--- src/design/sfc_pkg.sv ---
package sfc_pkg;

    // Clock and timing
    localparam int CLK_PERIOD_NS      = 20;
    localparam int RAMP_TICK_NS       = 10000;
    localparam int RAMP_TICK_CYC      = (RAMP_TICK_NS + CLK_PERIOD_NS - 1) / CLK_PERIOD_NS;
    localparam logic [15:0] RAMP_STEP = 16'h0010;

    // Parameter word addresses
    localparam logic [15:0] ADDR_GEAR3  = 16'h027A;
    localparam logic [15:0] ADDR_GEAR4  = 16'h027C;
    localparam logic [15:0] ADDR_RSVD_A = 16'h027E;
    localparam logic [15:0] ADDR_RSVD_B = 16'h0280;
    localparam logic [15:0] ADDR_SFW1   = 16'h0282;
    localparam logic [15:0] ADDR_SFW2   = 16'h0284;

    // Reset values
    localparam logic [31:0] GEAR3_RST = 32'h0000_0010;
    localparam logic [31:0] GEAR4_RST = 32'h0000_0010;
    localparam logic [15:0] SFW1_RST  = 16'h0000;
    localparam logic [15:0] SFW2_RST  = 16'h0000;

    // Gear numerator legal range
    localparam logic [31:0] GEAR_MIN = 32'h0000_0001;
    localparam logic [31:0] GEAR_MAX = 32'h03FF_FFFF;

    // Special function word one bit positions
    localparam int BIT_ABN_DIS  = 6;
    localparam int BIT_WIRE_ERR = 8;
    localparam int BIT_WIRE_CUT = 9;
    localparam int BIT_ZC_MODE  = 10;
    localparam int BIT_LIM_INH  = 11;
    localparam int BIT_PHL_DIS  = 12;
    localparam int BIT_ENC_DIS  = 13;

    // Numerator select codes
    localparam logic [1:0] SEL_DEFAULT = 2'h0;
    localparam logic [1:0] SEL_TWO     = 2'h1;
    localparam logic [1:0] SEL_THREE   = 2'h2;

    // Digital input pins
    typedef struct packed {
        logic zero_clamp_input;
        logic reverse_limit_input;
        logic forward_limit_input;
        logic numerator_select_high;
        logic numerator_select_low;
        logic pulse;
        logic dir_fwd;
    } sfc_din_t;

    // Fault detections
    typedef struct packed {
        logic abnormal_pulse;
        logic wiring_error;
        logic wiring_cutoff;
        logic phase_loss_fault;
        logic encoder_output_fault;
    } sfc_fault_t;

endpackage : sfc_pkg

--- src/design/sfc_pin_sync.sv ---
`timescale 1ns/1ps
module sfc_pin_sync #(
    parameter int W = 1
) (
    // Clock and reset
    input  wire logic         clk_in,
    input  wire logic         srst_in,
    // Pins
    input  wire logic [W-1:0] pin_in,
    output logic      [W-1:0] sync_out
);
    logic [W-1:0] s1_reg;
    logic [W-1:0] s2_reg;
    logic [W-1:0] s3_reg;
    logic [W-1:0] out_reg;
    logic [W-1:0] out_next;

    // Bits only move once stage two and three agree, filtering one-cycle glitches
    always_comb begin
        for (int i = 0; i < W; i++) begin
            out_next[i] = (s2_reg[i] == s3_reg[i]) ? s3_reg[i] : out_reg[i];
        end
    end

    always_ff @(posedge clk_in) begin
        if (srst_in) begin
            s1_reg  <= '0;
            s2_reg  <= '0;
            s3_reg  <= '0;
            out_reg <= '0;
        end else begin
            s1_reg  <= pin_in;
            s2_reg  <= s1_reg;
            s3_reg  <= s2_reg;
            out_reg <= out_next;
        end
    end

    assign sync_out = out_reg;

endmodule : sfc_pin_sync

--- src/design/sfc_speed_ramp.sv ---
`timescale 1ns/1ps
module sfc_speed_ramp import sfc_pkg::*; (
    // Clock and reset
    input  wire logic               clk_in,
    input  wire logic               srst_in,
    // Control
    input  wire logic               tick_in,
    input  wire logic               force_in,
    input  wire logic signed [15:0] target_in,
    // Result
    output logic signed      [15:0] speed_out
);
    logic signed [15:0] cur_reg;
    logic signed [15:0] cur_next;
    logic signed [16:0] diff;
    logic signed [16:0] step;

    always_comb begin
        step = signed'({1'b0, RAMP_STEP});
        diff = 17'(target_in) - 17'(cur_reg);
        cur_next = cur_reg;
        if (force_in) begin
            cur_next = target_in;
        end else if (tick_in) begin
            if (diff > step) begin
                cur_next = cur_reg + signed'(RAMP_STEP);
            end else if (diff < -step) begin
                cur_next = cur_reg - signed'(RAMP_STEP);
            end else begin
                cur_next = target_in;
            end
        end
    end

    always_ff @(posedge clk_in) begin
        if (srst_in) begin
            cur_reg <= '0;
        end else begin
            cur_reg <= cur_next;
        end
    end

    assign speed_out = cur_reg;

endmodule : sfc_speed_ramp

--- src/design/sfc_special_function.sv ---
// Notes on behaviour
// [RULE_01] Numerator select inputs pick gear numerator
// [RULE_02] Software writes zero to bits 2..5
// [RULE_03] Bit 6 set disables abnormal pulse detection
// [RULE_04] Bit 8 set enables wiring error detection
// [RULE_05] Bit 9 set enables wiring cut-off detection
// [RULE_06] Clamp needs speed mode, input, low command
// [RULE_07] Bit 10 clear: lock position while clamped
// [RULE_08] Bit 10 set, analog: ramp to zero
// [RULE_09] Bit 10 set, internal: force zero at once
// [RULE_10] Bit 11 clear: accept pulses despite limits
// [RULE_11] Bit 11 set: block pulses toward limit
// [RULE_12] Both limits with inhibit block all pulses
// [RULE_13] Bit 12 set disables phase loss detection
// [RULE_14] Bit 13 set disables encoder output detection
// [RULE_15] Software writes zero to bits 14, 15
`timescale 1ns/1ps
module sfc_special_function import sfc_pkg::*; (
    // Clock and reset
    input  wire logic               clk_in,
    input  wire logic               srst_in,
    // Parameter access port
    input  wire logic        [15:0] par_addr_in,
    input  wire logic        [31:0] par_wdata_in,
    input  wire logic               par_wr_in,
    input  wire logic               par_rd_in,
    output logic             [31:0] par_rdata_out,
    output logic                    par_rvalid_out,
    output logic                    par_err_out,
    // Digital input and pulse pins
    input  wire sfc_din_t           din_in,
    // Drive state
    input  wire logic               numerator_select_assigned_in,
    input  wire logic               speed_mode_in,
    input  wire logic               position_pulse_mode_in,
    input  wire logic               analog_source_in,
    input  wire logic signed [15:0] speed_cmd_in,
    input  wire logic        [15:0] clamp_speed_threshold_in,
    input  wire logic        [31:0] default_numerator_in,
    input  wire logic        [31:0] gear_numerator_two_in,
    input  wire sfc_fault_t         fault_raw_in,
    // Results
    output logic             [31:0] active_numerator_out,
    output logic signed      [15:0] speed_cmd_out,
    output logic                    position_lock_out,
    output logic                    zero_clamp_active_out,
    output logic                    pulse_fwd_out,
    output logic                    pulse_rev_out,
    output logic                    pulse_blocked_out,
    output sfc_fault_t              fault_out
);
    // Synchronised pins
    sfc_din_t din_s;

    sfc_pin_sync #(
        .W ($bits(sfc_din_t))
    ) u_din_sync (
        .clk_in   (clk_in),
        .srst_in  (srst_in),
        .pin_in   (din_in),
        .sync_out (din_s)
    );

    // Parameter registers
    logic [31:0] gear3_reg;
    logic [31:0] gear3_next;
    logic [31:0] gear4_reg;
    logic [31:0] gear4_next;
    logic [15:0] sfw1_reg;
    logic [15:0] sfw1_next;
    logic [15:0] sfw2_reg;
    logic [15:0] sfw2_next;
    logic [31:0] rdata_reg;
    logic [31:0] rdata_next;
    logic        rvalid_reg;
    logic        rvalid_next;
    logic        err_reg;
    logic        err_next;
    logic        gear_ok;
    logic        hit;

    // Out-of-range numerators are dropped so the gear never becomes zero
    always_comb begin
        gear3_next  = gear3_reg;
        gear4_next  = gear4_reg;
        sfw1_next   = sfw1_reg;
        sfw2_next   = sfw2_reg;
        rdata_next  = '0;
        rvalid_next = par_rd_in;
        gear_ok     = (par_wdata_in >= GEAR_MIN) && (par_wdata_in <= GEAR_MAX);
        hit         = 1'b1;
        case (par_addr_in)
            ADDR_GEAR3: begin
                rdata_next = gear3_reg;
                if (par_wr_in && gear_ok) begin
                    gear3_next = par_wdata_in;
                end
            end
            ADDR_GEAR4: begin
                rdata_next = gear4_reg;
                if (par_wr_in && gear_ok) begin
                    gear4_next = par_wdata_in;
                end
            end
            ADDR_RSVD_A, ADDR_RSVD_B: begin
                rdata_next = '0;
            end
            ADDR_SFW1: begin
                rdata_next = {16'h0000, sfw1_reg};
                if (par_wr_in) begin
                    // Reserved bits are stored as written; software keeps them zero
                    sfw1_next = par_wdata_in[15:0]; // [RULE_02] [RULE_15]
                end
            end
            ADDR_SFW2: begin
                rdata_next = {16'h0000, sfw2_reg};
                if (par_wr_in) begin
                    sfw2_next = par_wdata_in[15:0];
                end
            end
            default: begin
                hit = 1'b0;
            end
        endcase
        err_next = (par_rd_in || par_wr_in) && !hit;
    end

    always_ff @(posedge clk_in) begin
        if (srst_in) begin
            gear3_reg  <= GEAR3_RST;
            gear4_reg  <= GEAR4_RST;
            sfw1_reg   <= SFW1_RST;
            sfw2_reg   <= SFW2_RST;
            rdata_reg  <= '0;
            rvalid_reg <= 1'b0;
            err_reg    <= 1'b0;
        end else begin
            gear3_reg  <= gear3_next;
            gear4_reg  <= gear4_next;
            sfw1_reg   <= sfw1_next;
            sfw2_reg   <= sfw2_next;
            rdata_reg  <= rdata_next;
            rvalid_reg <= rvalid_next;
            err_reg    <= err_next;
        end
    end

    // Ramp tick divider
    logic [15:0] tick_cnt_reg;
    logic [15:0] tick_cnt_next;
    logic        tick;

    always_comb begin
        tick          = (tick_cnt_reg == 16'(RAMP_TICK_CYC - 1));
        tick_cnt_next = tick ? 16'h0000 : tick_cnt_reg + 16'h0001;
    end

    always_ff @(posedge clk_in) begin
        if (srst_in) begin
            tick_cnt_reg <= '0;
        end else begin
            tick_cnt_reg <= tick_cnt_next;
        end
    end

    // Zero clamp and speed command path
    logic [16:0]        cmd_mag;
    logic               clamp;
    logic               ramp_force;
    logic signed [15:0] ramp_target;

    always_comb begin
        cmd_mag = speed_cmd_in[15] ? 17'h00000 - 17'(speed_cmd_in) : 17'(speed_cmd_in);
        clamp   = speed_mode_in && din_s.zero_clamp_input
                  && (cmd_mag < {1'b0, clamp_speed_threshold_in}); // [RULE_06]
        ramp_target = speed_cmd_in;
        ramp_force  = 1'b1;
        if (sfw1_reg[BIT_ZC_MODE]) begin
            if (clamp) begin
                ramp_target = '0; // [RULE_08] [RULE_09]
            end
            // Only the analog source runs through the ramp
            ramp_force = !analog_source_in; // [RULE_08] [RULE_09]
        end
    end

    sfc_speed_ramp u_ramp (
        .clk_in    (clk_in),
        .srst_in   (srst_in),
        .tick_in   (tick),
        .force_in  (ramp_force),
        .target_in (ramp_target),
        .speed_out (speed_cmd_out)
    );

    // Gear select, pulse gating and fault gating
    logic [31:0] num_reg;
    logic [31:0] num_next;
    logic        lock_reg;
    logic        lock_next;
    logic        clamp_reg;
    logic        pfwd_reg;
    logic        pfwd_next;
    logic        prev_reg;
    logic        prev_next;
    logic        prev_pulse_reg;
    logic        prev_pulse_next;
    logic        pblk_reg;
    logic        pblk_next;
    sfc_fault_t  fault_reg;
    sfc_fault_t  fault_next;
    logic        pulse_evt;
    logic        fwd_block;
    logic        rev_block;

    always_comb begin
        num_next = default_numerator_in;
        if (numerator_select_assigned_in) begin // [RULE_01]
            case ({din_s.numerator_select_high, din_s.numerator_select_low})
                SEL_DEFAULT: num_next = default_numerator_in;
                SEL_TWO:     num_next = gear_numerator_two_in;
                SEL_THREE:   num_next = gear3_reg;
                default:     num_next = gear4_reg;
            endcase
        end
        lock_next = !sfw1_reg[BIT_ZC_MODE] && clamp; // [RULE_07]

        // Limits only gate pulses when the inhibit bit is set
        fwd_block = sfw1_reg[BIT_LIM_INH] && din_s.forward_limit_input; // [RULE_10] [RULE_11] [RULE_12]
        rev_block = sfw1_reg[BIT_LIM_INH] && din_s.reverse_limit_input; // [RULE_10] [RULE_11] [RULE_12]
        pulse_evt = position_pulse_mode_in && din_s.pulse && !prev_pulse_reg;
        pfwd_next       = pulse_evt && din_s.dir_fwd && !fwd_block; // [RULE_11]
        prev_next       = pulse_evt && !din_s.dir_fwd && !rev_block; // [RULE_11]
        pblk_next       = pulse_evt && (din_s.dir_fwd ? fwd_block : rev_block);
        prev_pulse_next = din_s.pulse;

        fault_next.abnormal_pulse       = fault_raw_in.abnormal_pulse && !sfw1_reg[BIT_ABN_DIS]; // [RULE_03]
        fault_next.wiring_error         = fault_raw_in.wiring_error && sfw1_reg[BIT_WIRE_ERR]; // [RULE_04]
        fault_next.wiring_cutoff        = fault_raw_in.wiring_cutoff && sfw1_reg[BIT_WIRE_CUT]; // [RULE_05]
        fault_next.phase_loss_fault     = fault_raw_in.phase_loss_fault && !sfw1_reg[BIT_PHL_DIS]; // [RULE_13]
        fault_next.encoder_output_fault = fault_raw_in.encoder_output_fault
                                          && !sfw1_reg[BIT_ENC_DIS]; // [RULE_14]
    end

    always_ff @(posedge clk_in) begin
        if (srst_in) begin
            num_reg        <= '0;
            lock_reg       <= 1'b0;
            clamp_reg      <= 1'b0;
            pfwd_reg       <= 1'b0;
            prev_reg       <= 1'b0;
            pblk_reg       <= 1'b0;
            prev_pulse_reg <= 1'b0;
            fault_reg      <= '0;
        end else begin
            num_reg        <= num_next;
            lock_reg       <= lock_next;
            clamp_reg      <= clamp;
            pfwd_reg       <= pfwd_next;
            prev_reg       <= prev_next;
            pblk_reg       <= pblk_next;
            prev_pulse_reg <= prev_pulse_next;
            fault_reg      <= fault_next;
        end
    end

    assign par_rdata_out         = rdata_reg;
    assign par_rvalid_out        = rvalid_reg;
    assign par_err_out           = err_reg;
    assign active_numerator_out  = num_reg;
    assign position_lock_out     = lock_reg;
    assign zero_clamp_active_out = clamp_reg;
    assign pulse_fwd_out         = pfwd_reg;
    assign pulse_rev_out         = prev_reg;
    assign pulse_blocked_out     = pblk_reg;
    assign fault_out             = fault_reg;

endmodule : sfc_special_function

--- config.mk ---
export PLATFORM = sky130hd
export DESIGN_NAME = sfc_special_function
export DESIGN_NICKNAME = d
export VERILOG_FILES = /design/src/design/sfc_pkg.sv /design/src/design/sfc_pin_sync.sv /design/src/design/sfc_speed_ramp.sv /design/src/design/sfc_special_function.sv
export SDC_FILE = /design/constraint.sdc
export NUM_CORES = 1
export LEC_CHECK = 0
export ABC_AREA = 1
export BUFFER_PORTS_ARGS = -buffer_cell sky130_fd_sc_hd__buf_2
export CORE_ASPECT_RATIO = 1.25
export CORE_UTILIZATION = 40
export CTS_BUF_LIST = sky130_fd_sc_hd__clkbuf_16
export CTS_CLUSTER_SIZE = 8
export DETAILED_ROUTE_END_ITERATION = 10
export RECOVER_POWER = 50
export SYNTH_ARGS = -nofsm -noshare
export SYNTH_HDL_FRONTEND = slang
export SYNTH_SLANG_ARGS = --single-unit
--- constraint.sdc ---
create_clock -name clk_in -period 6.65 [get_ports clk_in]
set_input_delay 0.665 -clock clk_in [delete_from_list [all_inputs] [get_ports clk_in]]
set_output_delay 0.665 -clock clk_in [all_outputs]
set_load 0.01 [all_outputs]
Yosys cells after proc, flatten, opt, wreduce, memory -nomap -nowiden
Cells that the tools add are included.

Add/subtract/negate cells: 5. Multiply operators: 0. Divide/modulo/power cells: 0. Magnitude comparators: 5. Eq/ne operators: 16. Shift operators: 0. Mux-type cells: 13. Bitwise gates (word level): 0. Reductions and logical operators: 39.

Operators with widths (count): case mux 32 bit (4 select lines) (1); equality test 16 x 10 -> 1 bit (second input constant) (6); 2-to-1 mux 16 bit (6); case mux 32 bit (3 select lines) (1); greater-or-equal comparator 32 x 1 -> 1 bit (second input constant) (1); <= comparator 32 x 26 -> 1 bit (second input constant) (1); 2-to-1 mux 32 bit (1); logical AND 1 bit (20); greater-than comparator 17 x 6 -> 1 bit (second input constant) (1); less-than comparator 17 x 16 -> 1 bit (1); less-than comparator 17 x 5 -> 1 bit (second input constant) (1); 2-to-1 mux 17 bit (1); subtractor 1 x 16 -> 17 bit (first input constant) (1); subtractor 16 x 16 -> 17 bit (1); adder 16 x 1 -> 16 bit (second input constant) (1); adder 16 x 6 -> 16 bit (second input constant) (1); equality test 16 x 9 -> 1 bit (second input constant) (1); subtractor 16 x 6 -> 16 bit (second input constant) (1); zero test 1 bit (10); AND reduction 2 bit (4); equality test 1 bit (7); OR reduction 6 bit (1); 2-to-1 mux 1 bit (3); equality test 2 x 1 -> 1 bit (second input constant) (1); other kinds (5) (5).

Flip-flop bits (word level): 233. Latch bits: 0. Bits in writable memories: 0. Memory bits (read-only): 0. Input bits: 164. Word-level logic and storage cells: 109. Memories kept: 0.

Depth between registers and ports, before layout
Depth in word-level cells: 12. Depth in mapped cells: 41.

By module
From an unflattened synthesis, not the netlist that was laid out.

Cell total of the unflattened synthesis: 2015. Area, all modules: 13132.6 um^2.

By module, submodules not included: sfc_special_function (instances 1, cells each 1470, area each 9653.0 um^2); sfc_speed_ramp (instances 1, cells each 451, area each 2638.8 um^2); sfc_pin_sync (instances 1, cells each 94, area each 840.8 um^2).

Least setup slack after synthesis
Ideal clock, no wire load.

Kind: input to register. Start point: input speed_cmd_in[0]. End point: register u_ramp.cur_reg[5] (netlist: u_ramp.speed_out[5]). Setup time: 0.114 ns. Arrival time: 5.438 ns. Data required time: 6.536 ns. Setup slack: 1.098 ns. Stages on the path: 36. Path buffers: 2. Cell sequence: inv_1 > ha_1 > inv_1 > nor2_1 > inv_1 > nor3_1 > nand3_1 > nand3b_1 > o31ai_1 > xor2_1 > ha_1 > nand2_1 > inv_1 > o21ai_0 > nand2_1 > a21oi_1 > nand4_1 > nor2_1 > clkbuf_1 > nor2_1 > inv_1 > ha_1 > inv_1 > fa_1 > nand3_1 > nand2_1 > nand3_1 > nand3_2 > a21oi_4 > xor2_4 > inv_2 > nand3_2 > nand3_4 > buf_6 > nor2_1 > nor2_1.

Longest elaborated chain between the ends: 12. Elaborated cells between the ends (all ways): 13.

RTL lines: start: declaration (RTL line sfc_special_function.sv:37) `input wire logic signed [15:0] speed_cmd_in,`; subtractor 1 x 16 -> 17 bit (RTL line sfc_special_function.sv:173) `cmd_mag = speed_cmd_in[15] ? 17'h00000 - 17'(speed_cmd_in) : 17'(speed_cmd_in);`; 2-to-1 mux 17 bit (RTL line sfc_special_function.sv:173); less-than comparator 17 x 16 -> 1 bit (RTL line sfc_special_function.sv:175) `&& (cmd_mag < {1'b0, clamp_speed_threshold_in});`; logical AND 1 bit (RTL line sfc_special_function.sv:175); 2-to-1 mux 16 bit (RTL line sfc_special_function.sv:179) `if (clamp) begin`; 2-to-1 mux 16 bit (*) (RTL line sfc_special_function.sv:178) `if (sfw1_reg[BIT_ZC_MODE]) begin`; subtractor 16 x 16 -> 17 bit (RTL line sfc_speed_ramp.sv:20) `diff = 17'(target_in) - 17'(cur_reg);`; less-than comparator 17 x 5 -> 1 bit (RTL line sfc_speed_ramp.sv:27) `end else if (diff < -step) begin`; 2-to-1 mux 16 bit (RTL line sfc_speed_ramp.sv:27); 2-to-1 mux 16 bit (RTL line sfc_speed_ramp.sv:25) `if (diff > step) begin`; 2-to-1 mux 16 bit (RTL line sfc_speed_ramp.sv:24) `end else if (tick_in) begin`; 2-to-1 mux 16 bit (*) (RTL line sfc_speed_ramp.sv:22) `if (force_in) begin`; end signal: assignment (RTL line sfc_speed_ramp.sv:39) `cur_reg <= cur_next;`; end: declaration (RTL line sfc_speed_ramp.sv:13) `logic signed [15:0] cur_reg;`.

Mark *: on every way between the ends. The rest lies on a longest branch, timed or not. The select of a mux whose other input is x is not followed. A chain may end at the register's enable or synchronous reset.

Final worst setup path
Start point: input speed_cmd_in[0]. End point: register u_ramp.cur_reg[0] (netlist: u_ramp.speed_out[0]).

Same word-level chain as after synthesis.

==> run metrics <==
count of pins over their slew limit=105; first-pass GRT wire length=62.5 mm; final-stage net count=2143; sw power=0.890 mW; post-detail-place hpwl=28.7 mm; final setup fails=0; die area=30300 µm²; TritonRoute pass-1 iters=5; Die W=156 µm; worst hold path class=input pin to register; IO Port Bufs=255; TritonCTS clock tree=done; Cells after Synth=1713; fin crit period=5.82 ns; Post-Route Utilization=0.488; clk buf depth=3; critical path capture point type=register; critical path's largest stage delay=0.43 ns; period utilization=0.874; Pwr per Cell Area=240 nW/µm²; Gate power share=0.123; ANT nets after route=0; critical path peak fanout=13; P_int=2.54 mW; Post-synth EDFFs=0; commonest register cell after synthesis=dfxtp_1; Syn Area/Cell=6.92 µm²; via/cell ratio=5.21; RSZ-0062 raised after global routing=no; Die Height=195 µm; status=finished, violations left; root buffer cell=clkbuf_16; gr ovfl total=0; Crit path max-delay family=simple AND/OR/NAND/NOR gates; clk_lat worst skew=0.51 ns; Crit path arrival time=6.25 ns; Clock H-tree levels=2; Tot Pwr=3.43 mW; skew final=0.0134 ns; Placement Rows=70; share of total power in the clock network=0.458; Yosys cell types=42; Initial DRC Count=749; Overall Global Routing Usage=0.264; Worst-Margin Slew=4.77 ns; final hold vios=0; VDD IR max=0.192 mV; Flop pwr share=0.420; proportion of layout cells with a drive suffix above 1=0.126; maximum clock frequency=172 MHz; Post-CTS Setup Bufs=0; DRC=0; Synth Warn #=0; largest net degree at the start of global routing=105; Max Cap Viol=1; Final Non-Filler Cells=2348; WS Path Type=input pin to register; Area Growth Syn to Fin=20.3%; TritonCTS Buffers=35; violated checks=capacitance limit, slew limit; Async S/R FF share, synth=0; Crit-path slowest cell=fa_1; vias in the first global route=11800; Hold Buf Count CTS=0; via count=12200; post-synth net total=1913; Post-CTS Resized=0; CP most frequent cell=inv_1; Sw Share=0.259; Sum Neg Setup Slack=0 ns; synthesized flop and latch total=233; Worst EP required=7.08 ns; Core ar.=29300 µm²; Startpoint Class=input pin; synthesized area=11900 µm²; initial antenna violation count=6; final wirelength=40.1 mm; LEAKAGE=6.13 nW; clk slew on worst S/H paths=0.05 ns; RD Place Congestion=0.910; max_slew headroom=-2.18; Critical path buffers and inverters=8; clock tree sinks=233; register area share after synthesis=0.393; io pins=256; initial cell density of the core=0.405; DR WL/cell=17.1 µm; placed instance count=2302
cell usage after synthesis, types with 4 or more instances:
cell type | number | area (µm²)
nand2_1 | 368 | 1380
dfxtp_1 | 233 | 4660
inv_1 | 224 | 841
nor2_1 | 208 | 781
a21oi_1 | 128 | 641
nand3_1 | 100 | 500
clkbuf_1 | 70 | 263
o21ai_0 | 58 | 290
a211oi_1 | 41 | 308
o211ai_1 | 40 | 300
ha_1 | 35 | 438
nor3_1 | 31 | 155
o22ai_1 | 30 | 188
xor2_1 | 29 | 254
a221oi_1 | 20 | 175
nand4_1 | 19 | 119
nor4_1 | 14 | 87.6
inv_2 | 9 | 33.8
nor2_2 | 7 | 43.8
nor3b_1 | 6 | 45.0
nand3_2 | 5 | 50.1
clkinv_1 | 4 | 15.0
area by class of cell:
type / instances / area, µm²
fillers: 3078 / 15000
multi-input cells: 1166 / 6010
flip-flops and latches: 233 / 4660
repair buffers: 270 / 1270
inverters: 237 / 890
clock buffers: 35 / 876
well taps: 396 / 495
clock inverters: 4 / 46.3
diodes: 7 / 17.5
path summary, 6_finish.rpt:
kind              slack (ns)  depth (start not counted)                   end              startpoint
setup / recovery        0.83                         36   u_ramp.speed_out[0]         speed_cmd_in[0]
hold / removal          0.36                          3  u_din_sync.s1_reg[2]               din_in[2]
setup reg to reg        2.90                         21   u_ramp.speed_out[0]  u_din_sync.sync_out[6]
hold reg to reg         0.40                          2  u_din_sync.s2_reg[5]    u_din_sync.s1_reg[5]
cell usage in the layout, fill, tap and decap left out, drive strengths merged:
cell | netlist | final
o22ai | 30 | 30
bufinv | 0 | 1
diode | 0 | 7
and3 | 1 | 1
nand3b | 2 | 2
xor2 | 30 | 30
nor4 | 14 | 14
inv | 233 | 235
nand2 | 371 | 371
o21bai | 3 | 3
a21oi | 130 | 130
ha | 35 | 35
clkinv | 4 | 5
o211ai | 40 | 40
a211oi | 41 | 41
a2111oi | 1 | 1
nor3 | 31 | 31
o31ai | 3 | 3
o21a | 1 | 1
buf | 7 | 176
nand3 | 106 | 106
o2111ai | 1 | 1
dfxtp | 233 | 233
a221oi | 20 | 20
or2 | 2 | 2
nand4 | 19 | 19
fa | 1 | 1
o21ai | 59 | 59
nor2 | 215 | 215
clkbuf | 70 | 129
and2 | 1 | 1
xnor2 | 3 | 3
nor3b | 6 | 6
per-stage QoR:
stage / instance area [µm²] / hold slack (ns) / setup slack (ns)
after CTS: 14400 / 0.344 / 0.901
after global placement: 13500 / 0.394 / 0.528
after floorplan: 11900 / 0.388 / 1.10
after global routing: 14300 / 0.361 / 0.0907
after detailed placement: 13500 / 0.393 / 0.388
final: 14300 / 0.357 / 0.835
kinds of logic (layout without fill, tap and decap cells):
family / count (synthesis) / count (layout) / synth area share
flip-flops: 233 / 233 / 0.393
adder cells (fa/ha/maj): 36 / 36 / 0.0386
XOR/XNOR: 33 / 33 / 0.0259
AND/OR/NAND/NOR: 768 / 768 / 0.273
AO/OA/AOI/OAI: 329 / 329 / 0.169
buffers and inverters: 314 / 546 / 0.100
other: 0 / 7 / 0
tightest hold or removal path: cells and delay by family:
kind                   cells  cell delay [ns]
buffers and inverters      2             0.10
AND/OR/NAND/NOR            1             0.06
routing by layer:
metal | wire [µm] | vias up | part of all wire | global-route usage
li1 | - | 6078 | - | -
met4 | 1680 | 0 | 0.042 | 0.123
met2 | 19800 | 408 | 0.49 | 0.463
met3 | 2340 | 100 | 0.058 | 0.0417
met5 | 0 | - | 0 | 0
met1 | 16300 | 5645 | 0.41 | 0.311
power groups by stage:
stage | combinational, mW | clock, mW | sequential, mW
3_3_place_gp | 0.417 | 0 | 1.47
5_1_grt | 0.474 | 1.65 | 1.44
2_1_floorplan | 0.261 | 0 | 1.47
6_report | 0.420 | 1.57 | 1.44
4_1_cts | 0.423 | 1.60 | 1.44
3_5_place_dp | 0.421 | 0 | 1.47
No activity file was read; power rests on OpenSTA's default activity.
